`config.mk`:
```
export PLATFORM = sky130hd
export DESIGN_NAME = fdp_port
export DESIGN_NICKNAME = d
export VERILOG_FILES = /design/src/logic/fdp_pkg.sv /design/src/logic/fdp_port.sv
export VERILOG_INCLUDE_DIRS = /design/src /design/src/logic
export SDC_FILE = /design/constraint.sdc
export NUM_CORES = 1
export LEC_CHECK = 0
export BUFFER_PORTS_ARGS = -buffer_cell sky130_fd_sc_hd__clkbuf_2
export CAP_MARGIN = 20
export CORE_AREA = 2 2 197 199
export DETAILED_ROUTE_END_ITERATION = 12
export DIE_AREA = 0 0 199 201
export PLACE_DENSITY_LB_ADDON = 0.2
export SLEW_MARGIN = 20
export SYNTH_ARGS = -nofsm -noshare
export SYNTH_HDL_FRONTEND = slang
export SYNTH_SLANG_ARGS = --single-unit
```
`constraint.sdc`:
```
create_clock -name mclk -period 5.8 [get_ports mclk]
set_input_delay 0.58 -clock mclk [delete_from_list [all_inputs] [get_ports mclk]]
set_output_delay 0.58 -clock mclk [all_outputs]
set_load 0.05 [all_outputs]
```
`src/logic/fdp_defs.svh`:
```
`ifndef FDP_DEFS_SVH
`define FDP_DEFS_SVH

// ==========================================================
// Widths and depths
`define FDP_WORD_W       10
`define FDP_WORD_MSB     9
`define FDP_FIFO_DEPTH   16
`define FDP_RX_DIV_W     4

// ==========================================================
// Timing: master clock and emulated input clock, in MHz
`define FDP_MCLK_MHZ     200
`define FDP_INCLK_MHZ    25
// Master cycles per half period of the input clock (rounded down)
`define FDP_TICK_DIV     (`FDP_MCLK_MHZ / (2 * `FDP_INCLK_MHZ))

// ==========================================================
// Reset values and encodings
`define FDP_PLL_MULT_2X  3'h2
`define FDP_PLL_MULT_4X  3'h4
`define FDP_MULT_RESET   3'h2

`endif

```
`src/logic/fdp_pkg.sv`:
```
`include "fdp_defs.svh"

package fdp_pkg;

    // ==========================================================
    // Interface modes
    typedef enum logic [1:0] {
        FDP_FD,
        FDP_SINGLE_BUS_HALF_DUPLEX,
        FDP_DUAL_BUS_HALF_DUPLEX,
        FDP_LEGACY
    } fdp_mode_type;

    // One sample of both channels
    typedef struct packed {
        logic [`FDP_WORD_W-1:0] ch2;
        logic [`FDP_WORD_W-1:0] ch1;
    } fdp_pair_type;

    // Latched configuration
    typedef struct packed {
        fdp_mode_type mode;
        logic         interp_4x;
        logic         pll_bypass;
        logic         serial;
    } fdp_cfg_type;

endpackage

```
`src/logic/fdp_port.sv`:
```
`include "fdp_defs.svh"
`timescale 1ns/1ps
`default_nettype none

// ==========================================================
// Receive sample FIFO
module fdp_fifo import fdp_pkg::*; #(
    parameter int WIDTH = 2 * `FDP_WORD_W,
    parameter int DEPTH = `FDP_FIFO_DEPTH
) (
    // Clock and reset
    input  wire logic             mclk,
    input  wire logic             srst,
    // Fill side
    input  wire logic [WIDTH-1:0] in_data,
    input  wire logic             in_valid,
    output logic                  in_ready,
    // Drain side
    output logic      [WIDTH-1:0] out_data,
    output logic                  out_valid,
    input  wire logic             out_ready
);
    localparam int AW = $clog2(DEPTH);

    logic [WIDTH-1:0] mem [DEPTH];
    logic [AW-1:0]    wr_q;
    logic [AW-1:0]    rd_q;
    logic [AW:0]      cnt_q;
    logic [AW:0]      cnt_d;
    logic             push;
    logic             pop;

    assign push      = in_valid && in_ready;
    assign pop       = out_valid && out_ready;
    assign out_valid = cnt_q != '0;
    assign out_data  = mem[rd_q];
    assign cnt_d     = cnt_q + (AW+1)'(push) - (AW+1)'(pop);

    // Storage has no reset; only the pointers matter
    always_ff @(posedge mclk) begin
        if (push) begin
            mem[wr_q] <= in_data;
        end
    end

    // Pointers, count and a registered ready
    always_ff @(posedge mclk) begin
        if (srst) begin
            wr_q     <= '0;
            rd_q     <= '0;
            cnt_q    <= '0;
            in_ready <= 1'b0;
        end else begin
            wr_q     <= push ? AW'(wr_q + 1'b1) : wr_q;
            rd_q     <= pop ? AW'(rd_q + 1'b1) : rd_q;
            cnt_q    <= cnt_d;
            in_ready <= cnt_d != (AW+1)'(DEPTH);
        end
    end
endmodule

module fdp_port import fdp_pkg::*; #(
    parameter int TICK_DIV = `FDP_TICK_DIV,
    parameter int DEPTH    = `FDP_FIFO_DEPTH
) (
    // Clock and reset
    input  wire logic                     mclk,
    input  wire logic                     srst,
    // Straps and control pins
    input  wire logic                     active_low_reset_n,
    input  wire logic                     duplex_select,
    input  wire logic                     interp_select_4x,
    input  wire logic                     receive_power_down,
    input  wire logic                     transmit_power_down,
    // Serial configuration values
    input  wire logic                     serial_cfg_en,
    input  wire fdp_mode_type             serial_mode,
    input  wire logic                     serial_interp_4x,
    input  wire logic                     serial_pll_bypass,
    input  wire logic [`FDP_RX_DIV_W-1:0] rx_clk_div,
    // Interface pins
    input  wire logic                     interface_pin_one,
    input  wire logic                     interface_pin_two_in,
    output logic                          interface_pin_two_out,
    output logic                          interface_pin_two_oe_n,
    output logic                          interface_pin_three,
    // Data buses
    input  wire logic [`FDP_WORD_W-1:0]   upper_data_bus_in,
    output logic      [`FDP_WORD_W-1:0]   upper_data_bus_out,
    output logic      [`FDP_WORD_W-1:0]   upper_data_bus_oe_n,
    input  wire logic [`FDP_WORD_W-1:0]   lower_data_bus_in,
    output logic      [`FDP_WORD_W-1:0]   lower_data_bus_out,
    output logic      [`FDP_WORD_W-1:0]   lower_data_bus_oe_n,
    // Receive converter samples in
    input  wire fdp_pair_type             rx_pair,
    input  wire logic                     rx_valid,
    output logic                          rx_ready,
    // Transmit converter samples out
    output fdp_pair_type                  tx_pair_q,
    output logic                          tx_valid_q,
    // Status
    output fdp_cfg_type                   cfg_q,
    output logic [2:0]                    pll_mult_q,
    output logic                          rx_underrun_q
);
    localparam int PW = 7 + 2 * `FDP_WORD_W;

    // ==========================================================
    // Pin synchronisers
    logic [PW-1:0] pin_meta_q;
    logic [PW-1:0] pin_sync_q;
    logic          rstn_s;
    logic          dup_s;
    logic          i4x_s;
    logic          rxpd_s;
    logic          txpd_s;
    logic          pin1_s;
    logic          pin2_s;
    logic [`FDP_WORD_W-1:0] upper_s;
    logic [`FDP_WORD_W-1:0] lower_s;
    logic          rstn_q;

    // Every pin is asynchronous to mclk, so all pass two flops
    always_ff @(posedge mclk) begin
        if (srst) begin
            pin_meta_q <= '0;
            pin_sync_q <= '0;
            rstn_q     <= 1'b0;
        end else begin
            pin_meta_q <= {active_low_reset_n, duplex_select, interp_select_4x, receive_power_down,
                           transmit_power_down, interface_pin_one, interface_pin_two_in,
                           upper_data_bus_in, lower_data_bus_in};
            pin_sync_q <= pin_meta_q;
            rstn_q     <= rstn_s;
        end
    end
    assign {rstn_s, dup_s, i4x_s, rxpd_s, txpd_s, pin1_s, pin2_s, upper_s, lower_s} = pin_sync_q;

    // ==========================================================
    // Configuration latch
    logic rstn_rise;
    assign rstn_rise = rstn_s && !rstn_q;

    // Straps are caught only on the reset release edge
    always_ff @(posedge mclk) begin
        if (srst) begin
            cfg_q      <= '{mode: FDP_FD, interp_4x: 1'b0, pll_bypass: 1'b0, serial: 1'b0};
            pll_mult_q <= `FDP_MULT_RESET;
        end else if (rstn_rise) begin
            if (serial_cfg_en) begin
                cfg_q.mode       <= serial_mode;
                cfg_q.interp_4x  <= serial_interp_4x;
                cfg_q.pll_bypass <= serial_pll_bypass;
                cfg_q.serial     <= 1'b1;
                pll_mult_q <= serial_interp_4x ? `FDP_PLL_MULT_4X : `FDP_PLL_MULT_2X;
            end else begin
                // Pin two carries the bus-width strap while straps are used
                cfg_q.mode       <= dup_s ? FDP_FD : (pin2_s ? FDP_SINGLE_BUS_HALF_DUPLEX : FDP_DUAL_BUS_HALF_DUPLEX);
                cfg_q.interp_4x  <= i4x_s;
                cfg_q.pll_bypass <= 1'b0;
                cfg_q.serial     <= 1'b0;
                pll_mult_q <= i4x_s ? `FDP_PLL_MULT_4X : `FDP_PLL_MULT_2X;
            end
        end
    end

    logic mode_fd;
    logic mode_single_bus_half_duplex;
    logic tx_inter;
    logic rx_inter;
    logic tx_dir;
    logic rx_act;
    logic tx_act;
    assign mode_fd   = cfg_q.mode == FDP_FD;
    assign mode_single_bus_half_duplex = cfg_q.mode == FDP_SINGLE_BUS_HALF_DUPLEX;
    assign tx_inter  = cfg_q.mode != FDP_DUAL_BUS_HALF_DUPLEX;
    assign rx_inter  = mode_fd || mode_single_bus_half_duplex;
    assign tx_dir    = !mode_fd && pin1_s;
    // Power downs act on their own path only
    assign rx_act    = rstn_s && !rxpd_s && (mode_fd || !tx_dir);
    assign tx_act    = rstn_s && !txpd_s && (mode_fd || tx_dir);

    // ==========================================================
    // Input clock emulation: one tick per half period
    logic [7:0] cnt_q;
    logic       tick;
    logic       mid;
    logic       in_phase_q;
    logic       in_phase_d;
    assign tick       = cnt_q == 8'(TICK_DIV - 1);
    assign mid        = cnt_q == 8'(TICK_DIV / 2 - 1);
    assign in_phase_d = tick ? !in_phase_q : in_phase_q;

    always_ff @(posedge mclk) begin
        if (srst) begin
            cnt_q      <= '0;
            in_phase_q <= 1'b0;
        end else begin
            cnt_q      <= tick ? 8'h00 : 8'(cnt_q + 1'b1);
            in_phase_q <= in_phase_d;
        end
    end

    // Interleaved transmit clock rises every tick, falls mid-tick; needs TICK_DIV of two or more
    logic txclk_d;
    always_comb begin
        txclk_d = 1'b0;
        if (tx_act) begin
            if (tx_inter) begin
                txclk_d = tick ? 1'b1 : (mid ? 1'b0 : interface_pin_three);
            end else begin
                txclk_d = in_phase_d;
            end
        end
    end

    // ==========================================================
    // Receive divider and receive clock
    logic [`FDP_RX_DIV_W-1:0] div_q;
    logic rx_step;
    logic rx_rise;
    logic rx_phase_q;
    logic rx_phase_d;
    assign rx_step    = tick && div_q == rx_clk_div;
    assign rx_rise    = rx_step && !rx_phase_q;
    assign rx_phase_d = rx_step ? !rx_phase_q : rx_phase_q;

    always_ff @(posedge mclk) begin
        if (srst) begin
            div_q <= '0;
        end else if (tick) begin
            div_q <= (div_q == rx_clk_div) ? '0 : `FDP_RX_DIV_W'(div_q + 1'b1);
        end
    end

    // ==========================================================
    // Receive buffer
    fdp_pair_type f_data;
    logic         f_valid;
    logic         pop;
    assign pop = rx_rise && rx_act && f_valid;

    fdp_fifo #(.WIDTH(2 * `FDP_WORD_W), .DEPTH(DEPTH)) u_fifo (
        .mclk      (mclk),
        .srst      (srst),
        .in_data   (rx_pair),
        .in_valid  (rx_valid),
        .in_ready  (rx_ready),
        .out_data  (f_data),
        .out_valid (f_valid),
        .out_ready (pop)
    );

    // ==========================================================
    // Receive words; updated on the same edge as the receive clock
    fdp_pair_type hold_q;
    fdp_pair_type newp;
    assign newp = pop ? f_data : hold_q;

    always_ff @(posedge mclk) begin
        if (srst) begin
            rx_phase_q         <= 1'b0;
            hold_q             <= '0;
            lower_data_bus_out <= '0;
            upper_data_bus_out <= '0;
            rx_underrun_q      <= 1'b0;
        end else if (rx_step) begin
            rx_phase_q <= !rx_phase_q;
            if (rx_rise) begin
                hold_q             <= newp;
                lower_data_bus_out <= newp.ch1;
                // Parallel modes put channel two on the upper bus
                upper_data_bus_out <= rx_inter ? {1'b1, 9'h000} : newp.ch2;
                if (rx_act && !f_valid) begin
                    rx_underrun_q <= 1'b1;
                end
            end else begin
                // Second word of the cycle; parallel modes simply hold
                lower_data_bus_out <= rx_inter ? hold_q.ch2 : hold_q.ch1;
                upper_data_bus_out <= rx_inter ? '0 : hold_q.ch2;
            end
        end
    end

    // ==========================================================
    // Clock pins and bus enables
    always_ff @(posedge mclk) begin
        if (srst) begin
            interface_pin_three    <= 1'b0;
            interface_pin_two_out  <= 1'b0;
            interface_pin_two_oe_n <= 1'b1;
            upper_data_bus_oe_n    <= '1;
            lower_data_bus_oe_n    <= '1;
        end else begin
            // Pin three: transmit clock in full duplex, else by direction
            interface_pin_three <= (mode_fd || tx_dir) ? txclk_d : (rx_act && rx_phase_d);
            // Pin two: system clock when serial, receive clock in full duplex, strap input otherwise
            interface_pin_two_out  <= cfg_q.serial ? in_phase_d : rx_phase_d;
            interface_pin_two_oe_n <= !(rstn_s && (cfg_q.serial || mode_fd));
            upper_data_bus_oe_n    <= '1;
            lower_data_bus_oe_n    <= '1;
            if (rstn_s) begin
                if (mode_fd) begin
                    lower_data_bus_oe_n <= '0;
                end else if (!tx_dir) begin
                    lower_data_bus_oe_n <= '0;
                    // Single-bus mode drives only the sync bit of the unused bus
                    upper_data_bus_oe_n <= mode_single_bus_half_duplex ? {1'b0, 9'h1ff} : '0;
                end
            end
        end
    end

    // ==========================================================
    // Transmit capture at each transmit clock rise: one word when interleaved, a word from each bus in dual-bus half duplex
    logic [`FDP_WORD_W-1:0] a_q;
    logic                   have_a_q;
    logic                   sync_bit;
    logic                   cap_il;
    logic                   cap_par;
    assign sync_bit = mode_fd ? pin1_s : lower_s[`FDP_WORD_MSB];
    assign cap_il   = tick && tx_act && tx_inter;
    assign cap_par  = tick && !in_phase_q && tx_act && !tx_inter;

    always_ff @(posedge mclk) begin
        if (srst) begin
            a_q        <= '0;
            have_a_q   <= 1'b0;
            tx_pair_q  <= '0;
            tx_valid_q <= 1'b0;
        end else begin
            tx_valid_q <= 1'b0;
            if (cap_il) begin
                if (sync_bit) begin
                    a_q      <= upper_s;
                    have_a_q <= 1'b1;
                end else if (have_a_q) begin
                    tx_pair_q  <= '{ch2: upper_s, ch1: a_q};
                    tx_valid_q <= 1'b1;
                    have_a_q   <= 1'b0;
                end
            end else if (cap_par) begin
                tx_pair_q  <= '{ch2: lower_s, ch1: upper_s};
                tx_valid_q <= 1'b1;
            end
        end
    end

    // ==========================================================
    // Checks
    property p_fd_upper_in;
        @(posedge mclk) disable iff (srst) (mode_fd ##1 mode_fd) |-> &upper_data_bus_oe_n;
    endproperty
    a_fd_upper_in: assert property (p_fd_upper_in) else $error("upper bus driven in full duplex");

    property p_txclk_rise;
        @(posedge mclk) disable iff (srst)
            (tick && tx_act && tx_inter && (mode_fd || tx_dir)) |=> interface_pin_three && !$past(interface_pin_three);
    endproperty
    a_txclk_rise: assert property (p_txclk_rise) else $error("transmit clock missed its rise");

    property p_fd_interleave;
        @(posedge mclk) disable iff (srst)
            mode_fd |-> lower_data_bus_out == (rx_phase_q ? hold_q.ch1 : hold_q.ch2);
    endproperty
    a_fd_interleave: assert property (p_fd_interleave) else $error("receive word mismatches clock level");

    property p_pair_done;
        @(posedge mclk) disable iff (srst)
            (cap_il && !sync_bit && have_a_q) |=> tx_valid_q && tx_pair_q.ch1 == $past(a_q);
    endproperty
    a_pair_done: assert property (p_pair_done) else $error("transmit pair not completed");

    property p_cfg_hold;
        @(posedge mclk) disable iff (srst) !rstn_rise |=> $stable(cfg_q);
    endproperty
    a_cfg_hold: assert property (p_cfg_hold) else $error("configuration changed outside reset edge");

    property p_hd_dir_low;
        @(posedge mclk) disable iff (srst)
            (!mode_fd && !pin1_s && rstn_s) ##1 (!mode_fd && !pin1_s && rstn_s) |-> !lower_data_bus_oe_n[0] && !tx_valid_q;
    endproperty
    a_hd_dir_low: assert property (p_hd_dir_low) else $error("receive direction left pins undriven");

    property p_single_bus_half_duplex_tristate;
        @(posedge mclk) disable iff (srst)
            (mode_single_bus_half_duplex ##1 mode_single_bus_half_duplex) |-> &upper_data_bus_oe_n[`FDP_WORD_MSB-1:0] && (tx_dir ? &lower_data_bus_oe_n : 1'b1);
    endproperty
    a_single_bus_half_duplex_tristate: assert property (p_single_bus_half_duplex_tristate) else $error("unused bus not tri-stated");

    property p_sysclk;
        @(posedge mclk) disable iff (srst)
            (cfg_q.serial && rstn_s) ##1 (cfg_q.serial && rstn_s) |-> !interface_pin_two_oe_n;
    endproperty
    a_sysclk: assert property (p_sysclk) else $error("system clock not driven on pin two");

    property p_legacy_serial;
        @(posedge mclk) disable iff (srst) cfg_q.mode == FDP_LEGACY |-> cfg_q.serial;
    endproperty
    a_legacy_serial: assert property (p_legacy_serial) else $error("legacy mode without serial setup");

    property p_mult;
        @(posedge mclk) disable iff (srst)
            rstn_rise |=> pll_mult_q == (cfg_q.interp_4x ? `FDP_PLL_MULT_4X : `FDP_PLL_MULT_2X);
    endproperty
    a_mult: assert property (p_mult) else $error("PLL factor differs from interpolation");

    c_fd_pair: cover property (@(posedge mclk) disable iff (srst) mode_fd && tx_valid_q);
    c_single_bus_half_duplex_rx: cover property (@(posedge mclk) disable iff (srst) mode_single_bus_half_duplex && pop);
    c_dual_bus_half_duplex_tx: cover property (@(posedge mclk) disable iff (srst) cfg_q.mode == FDP_DUAL_BUS_HALF_DUPLEX && cap_par);
    c_fifo_full: cover property (@(posedge mclk) disable iff (srst) !rx_ready && rstn_s);
endmodule

`default_nettype wire

```
==> impl_metrics.env, run 1 <==
export IMPL_status="completed"
export IMPL_reg2reg_from="cnt_q[3]"
export IMPL_wl_per_cell_um=21.6
export IMPL_insertion_delay_ps=590
export IMPL_dieArea_mm2=0.0400
export IMPL_period_share_pct=65.3
export IMPL_internal_power_mw=5.84
export IMPL_final_cells=1873
export IMPL_critical_path_slowest_cell="fa_1"
export IMPL_ys_seq_area_share_pct=69.5
export IMPL_rrSetupSlack_ps=2010
export IMPL_required_ps=6260
export IMPL_ys_warn_count=0
export IMPL_p_leak_nw=7.38
export IMPL_ant_nets=0
export IMPL_ir_drop_mv=0.253
export IMPL_hold_viol_final=0
export IMPL_syn_num_nets=1276
export IMPL_p_seq_share_pct=51.6
export IMPL_clock_path_buffers=3
export IMPL_switching_share_pct=21.9
export IMPL_die_w_um=199
export IMPL_synthArstFlopShare_pct=0
export IMPL_synth_cell_types=57
export IMPL_overflow=0
export IMPL_reg2regPathDepth=17
export IMPL_max_slew_margin_pct=26.5
export IMPL_cts_setup_buffers=0
export IMPL_worstMarginPinSlew_ps=1100
export IMPL_placedCellCount=1781
export IMPL_route_detailed_drc=0
export IMPL_min_period_ps=3790
export IMPL_die_h_um=201
export IMPL_cp_arrival_ps=4250
export IMPL_vias_per_cell=5.45
export IMPL_io_pins=133
export IMPL_grt_max_degree=96
export IMPL_synth_top_area_cell="edfxtp_1"
export IMPL_grt_pass1_wl_um=61300
export IMPL_synth_ff_type="edfxtp_1"
export IMPL_fin_skew_ps=24.1
export IMPL_power_mw=7.47
export IMPL_port_buffers=131
export IMPL_antenna_found_initial=3
export IMPL_cts_made_buffers=50
export IMPL_core_area_mm2=0.0381
export IMPL_totalWireLength_um=40400
export IMPL_syn_area_mm2=0.0188
export IMPL_path_class="reg2reg"
export IMPL_clk_root_buffer_cell="clkbuf_16"
export IMPL_worstSetupStartpointType="flip-flop"
export IMPL_synth_top_area_share_pct=51.1
export IMPL_cp_cell_sequence="nor4_1 > nand3_1 > or2_2 > inv_1 > ha_1 > nand4_1 > buf_4 > inv_1 > ha_1 > inv_1 > ha_1 > fa_1 > a21oi_1 > o21bai_1 > xnor2_1 > nor4b_1 > a21oi_1"
export IMPL_cp_max_fo=20
export IMPL_dr_first_iter_drc_count=674
export IMPL_post_cts_resized=0
export IMPL_max_stage_delay_ps=440
export IMPL_avgSynthCellArea_um2=15.7
export IMPL_maxCapViolCount=0
export IMPL_diodes=0
export IMPL_fin_hold_ws_ps=205
export IMPL_hold_class="in2reg"
export IMPL_p_switching_mw=1.63
export IMPL_detail_route_first_pass_iterations=4
export IMPL_synthToLayoutAreaGrowth_pct=14.6
export IMPL_critical_path_endpoint_type="flip-flop"
export IMPL_via_count=10200
export IMPL_critPathLaunch="cnt_q[3]"
export IMPL_initial_core_util_pct=49.3
export IMPL_p_comb_share_pct=5.8
export IMPL_pre_cts_ws_ps=1990
export IMPL_setup_viol=0
export IMPL_grt_pass1_vias=10200
export IMPL_clock_sinks=492
export IMPL_fin_nets=1392
export IMPL_grt_use_total_pct=20.6
export IMPL_cts_hold_buf=0
export IMPL_r2r_end="u_fifo.in_ready"
export IMPL_cts_tree="done"
export IMPL_synth_edff_count=320
export IMPL_synthTopCellsByArea="edfxtp_1 51%, dfxtp_1 18%, mux4_2 8.9%"
export IMPL_power_density_mw_per_mm2=347
export IMPL_ys_ff_latch=492
export IMPL_syn_inst=1199
export IMPL_clk_pin_slew_worst_paths_ps=60
export IMPL_place_congestion=0.825
export IMPL_rows=72
export IMPL_drv_slew=0
export IMPL_clock_fmax_mhz=264
export IMPL_drive_above_1_share_pct=26.1
export IMPL_place_hpwl_um=24200
export IMPL_power_frac_clock_pct=42.7
export IMPL_setup_ws_ps=2010
export IMPL_min_delay_path_depth=2
export IMPL_critPathCapture="u_fifo.in_ready"
export IMPL_fin_setup_tns_ps=0
export IMPL_rsz0062_at_grt="false"
export IMPL_cts_max_level=2
[area by class of cell]
class                           instances  area [µm²]
Sequential cell                       492       13100
Fill cell                            3047       16600
Timing Repair Buffer                  150         801
Multi-Input combinational cell        603        5320
Tap cell                              518         648
Inverter                               18        67.6
Clock buffer                           64        1350
Clock inverter                         28         278
[logic make-up after synthesis]
family	share of synthesized area, %
DFF	69.5
and+or+nand+nor	7.57
AOI/OAI and AO/OA	6.40
muxes	11.4
buffers and inverters	2.82
xor gates and xnor gates	1.07
adders and majority gates	1.24
other	0.0200
[placed cells by master, fill, tap and decap left out, types with 8 or more instances in the layout]
cell,n
clkbuf_16,50
mux2i_1,42
a221o_1,12
nand3_1,17
a21oi_1,25
nand2_1,76
mux4_2,74
clkbuf_1,8
a211oi_2,19
nor2_4,12
nor2_1,60
a221oi_1,9
inv_1,18
ha_1,17
nor3_1,13
edfxtp_1,320
a211oi_1,10
clkinv_2,13
clkbuf_2,132
dfxtp_1,170
a22o_1,14
nand2b_1,16
buf_4,20
nor2b_1,63
xnor2_1,12
o21ai_0,26
xor2_1,11
[how the worst min path moves through the flow]
stage	startpoint	end	slack (ps)
after global placement	pin_meta_q[25]	pin_sync_q[25]	420
after floorplan	pin_meta_q[0]	pin_sync_q[0]	410
after global routing	lower_data_bus_in[0]	pin_meta_q[0]	190
after CTS	upper_data_bus_in[3]	pin_meta_q[13]	170
final	upper_data_bus_in[3]	pin_meta_q[13]	200
after detailed placement	pin_meta_q[7]	pin_sync_q[7]	420
[layer usage]
metal / share of wire [%] / vias up / global-route usage (%)
met2: 48 / 248 / 33.7
met3: 5.8 / 61 / 4.96
met5: 0.074 / - / 0
met4: 1.7 / 4 / 4.88
met1: 44 / 5136 / 28.0
li1: - / 4754 / -
[stage by stage]
step,area (µm²),util (%)
after floorplan,18800,-
after global placement,19900,52.2
after detailed placement,19900,52.2
after CTS,21500,56.5
after global routing,21500,56.5
final,21500,56.5
[synthesized netlist by cell type, drive strengths merged (2+ instances only)]
master	number
a211o	2
a211oi	29
a21oi	25
a221o	12
a221oi	9
a22o	14
a22oi	6
a31oi	3
a32o	6
and2	3
and3	3
buf	57
clkbuf	29
dfxtp	172
edfxtp	320
ha	17
inv	18
mux2	5
mux2i	42
mux4	74
nand2	76
nand2b	16
nand3	17
nand4	5
nor2	74
nor2b	64
nor3	17
nor4b	2
o211ai	4
o21a	2
o21ai	26
o31ai	7
or2	3
or4b	2
xnor2	12
xor2	11
[critical path, delay by kind of cell (launching register included)]
| family | cells | cell delay, ps |
|---|---|---|
| fa+ha+maj | 4 | 960 |
| simple gates | 5 | 1390 |
| flops | 1 | 350 |
| compound gates | 3 | 340 |
| buf+inv | 4 | 470 |
| xor+xnor | 1 | 140 |
[sequential cells by signal, indices dropped and copies added, names as in the netlist, 5 cells and up, named ones only]
name / count
cnt_q: 8
pin_sync_q: 27
hold_q: 20
tx_pair_q: 20
u_fifo.cnt_q: 5
lower_data_bus_out: 10
u_fifo.mem: 320
a_q: 10
upper_data_bus_out: 10
pin_meta_q: 27
[power groups by stage]
stage               Sequential (mW)  Clock (mW)  Combinational, mW
floorplan                      3.94           0              0.256
global placement               3.92           0              0.428
detailed placement             3.93           0              0.435
CTS                            3.85        3.24              0.436
global route                   3.86        3.40              0.475
finish                         3.85        3.19              0.431
No activity file was read; power rests on OpenSTA's default activity.
==> run 2, diff against run 1 <==
Clock period 5.8 ns to 3 ns, I/O delays scaled along.
==> run 2 against run 1 <==
Effect of this change: the run now ends with setup timing left; fmax is 26% higher; sequential cell count stayed put; clock skew is 15 ps lower; routed wire length is 3.5% higher; combinational power is 140% higher; hold slack worse by 130 ps; sequential share of layout area is 2.3 points lower; worst setup slack worse by 2000 ps; power is 93% higher; non-clock buffer count is 87 higher; critical path type unchanged; largest power group unchanged; highest routed layer is now met4.
==> impl_metrics.env, run 2 (same netlist as run 1, synthesis figures left out) <==
export IMPL_diodes=0
export IMPL_period_share_pct=100
export IMPL_grt_max_degree=91
export IMPL_port_buffers=131
export IMPL_die_w_um=199
export IMPL_rrSetupSlack_ps=-8
export IMPL_worstMarginPinSlew_ps=1000
export IMPL_hold_class="in2reg"
export IMPL_hold_viol_final=0
export IMPL_largest_register="u_fifo.mem"
export IMPL_hp_start="serial_mode[1]"
export IMPL_crit_family="simple AND/OR/NAND/NOR gates"
export IMPL_reg2reg_from="cnt_q[4]"
export IMPL_antenna_found_initial=0
export IMPL_route_detailed_drc=0
export IMPL_setup_ws_ps=-7.91
export IMPL_grt_use_total_pct=21.4
export IMPL_insertion_delay_ps=580
export IMPL_wl_per_cell_um=21.3
export IMPL_drive_above_1_share_pct=29.3
export IMPL_status="finished, violations left"
export IMPL_critical_path_endpoint_type="flip-flop"
export IMPL_initial_core_util_pct=49.3
export IMPL_violations="setup timing"
export IMPL_clock_path_buffers=3
export IMPL_drv_slew=0
export IMPL_placed_cell_area_mm2=0.0204
export IMPL_via_count=10700
export IMPL_cts_tree="done"
export IMPL_critical_path_slowest_cell="fa_2"
export IMPL_top_regs="u_fifo.mem x320, pin_meta_q x27, pin_sync_q x27"
export IMPL_vias_per_cell=5.44
export IMPL_worstSetupStartpointType="flip-flop"
export IMPL_fin_nets=1480
export IMPL_reg2regPathDepth=16
export IMPL_clock_fmax_mhz=332
export IMPL_setup_viol=1
export IMPL_r2r_end="u_fifo.in_ready"
export IMPL_die_h_um=201
export IMPL_cts_max_level=2
export IMPL_required_ps=3410
export IMPL_layout_common_cells="320 x edfxtp_1, 168 x dfxtp_1, 130 x clkbuf_2"
export IMPL_grt_pass1_wl_um=63700
export IMPL_p_leak_nw=7.77
export IMPL_maxCapViolCount=0
export IMPL_cp_arrival_ps=3420
export IMPL_clock_sinks=492
export IMPL_dieArea_mm2=0.0400
export IMPL_clk_pin_slew_worst_paths_ps=60
export IMPL_core_area_mm2=0.0381
export IMPL_place_hpwl_um=25600
export IMPL_fin_skew_ps=9.55
export IMPL_ir_drop_mv=0.530
export IMPL_cp_max_fo=2
export IMPL_max_stage_delay_ps=340
export IMPL_critPathLaunch="cnt_q[4]"
export IMPL_cpMostUsedCell="ha_4"
export IMPL_place_congestion=0.826
export IMPL_cts_made_buffers=51
export IMPL_io_pins=133
export IMPL_cp_cell_sequence="nor4_4 > nand3_1 > or2_4 > inv_4 > ha_4 > nand4_1 > inv_2 > ha_4 > inv_2 > ha_4 > fa_2 > a21oi_2 > o21bai_1 > xnor2_1 > nor4b_2 > a21oi_1"
export IMPL_clk_root_buffer_cell="clkbuf_16"
export IMPL_rsz0062_at_grt="true"
export IMPL_power_density_mw_per_mm2=646
export IMPL_min_delay_path_depth=3
export IMPL_rows=72
export IMPL_path_class="reg2reg"
export IMPL_overflow=0
export IMPL_crit_buf_inv=3
export IMPL_pre_cts_ws_ps=-136
export IMPL_layout_commonest_cell="edfxtp_1"
export IMPL_synthToLayoutAreaGrowth_pct=19.0
export IMPL_grt_pass1_vias=10700
export IMPL_ant_nets=0
export IMPL_detail_route_first_pass_iterations=5
export IMPL_stdcell_area_mm2=0.0224
export IMPL_largest_reg_flops=320
export IMPL_hold_end="cfg_q[4]"
export IMPL_dr_first_iter_drc_count=774
export IMPL_totalWireLength_um=41800
export IMPL_max_slew_margin_pct=33.4
export IMPL_min_period_ps=3010
[run 2: layout make-up]
| type | count | area (µm²) |
|---|---|---|
| Tap cell | 518 | 648 |
| Clock buffer | 61 | 1390 |
| Fill cell | 2940 | 15700 |
| Clock inverter | 31 | 204 |
| Multi-Input combinational cell | 603 | 5360 |
| Inverter | 18 | 70.1 |
| Timing Repair Buffer | 237 | 1640 |
| Sequential cell | 492 | 13100 |
[run 2: per-stage QoR]
step	util [%]	setup TNS [ps]	hold WS [ps]	cells	total power [mW]
after floorplan	-	-424	399	1199	8.13
after global placement	53.6	-57.1	418	1836	8.53
after detailed placement	53.6	-136	422	1836	8.56
after CTS	58.7	-72.4	42.4	1959	14.6
after global routing	58.7	-352	68.7	1960	14.9
final	58.7	-7.91	73.4	1960	14.4
[run 2: worst max-delay path by stage]
stage                            endpoint  cells past startpoint
after floorplan           u_fifo.in_ready                     19
after global placement    u_fifo.in_ready                     16
after detailed placement  u_fifo.in_ready                     14
after CTS                 u_fifo.in_ready                     16
after global routing      u_fifo.in_ready                     16
final                     u_fifo.in_ready                     16
[run 2: where the power goes]
group / switching (mW) / total, mW / internal (mW)
Clock: 2.51 / 5.97 / 3.45
Sequential: 0.0637 / 7.44 / 7.37
Combinational: 0.585 / 1.03 / 0.447
Total: 3.16 / 14.4 / 11.3
[run 2: metal layers]
layer  wire, µm  up-vias  part of all wire, %  track usage [%]
met4        946        0                  2.3             7.09
met5          0        -                    0                0
met3       2470       64                  5.9             3.53
met1      18100     5361                   43             29.3
li1           -     4922                    -                -
met2      20300      312                   49             34.9
[run 2: worst register-to-register path: cells and delay by family (launching register included)]
kind | cells | cell delay, ps
AOI/OAI and AO/OA | 3 | 320
xor gates and xnor gates | 1 | 160
DFF | 1 | 330
and+or+nand+nor | 5 | 1070
buffers and inverters | 3 | 220
adders and majority gates | 4 | 740
[run 2: timing repair]
action | CTS | global route
hold buffers | 28 | 0
endpoints found under the setup margin | 1 | 2
pin swaps | 6 | 2
resized for setup | 4 | 1
hold endpoints to repair | 28 | 0
setup buffers | 3 | 2
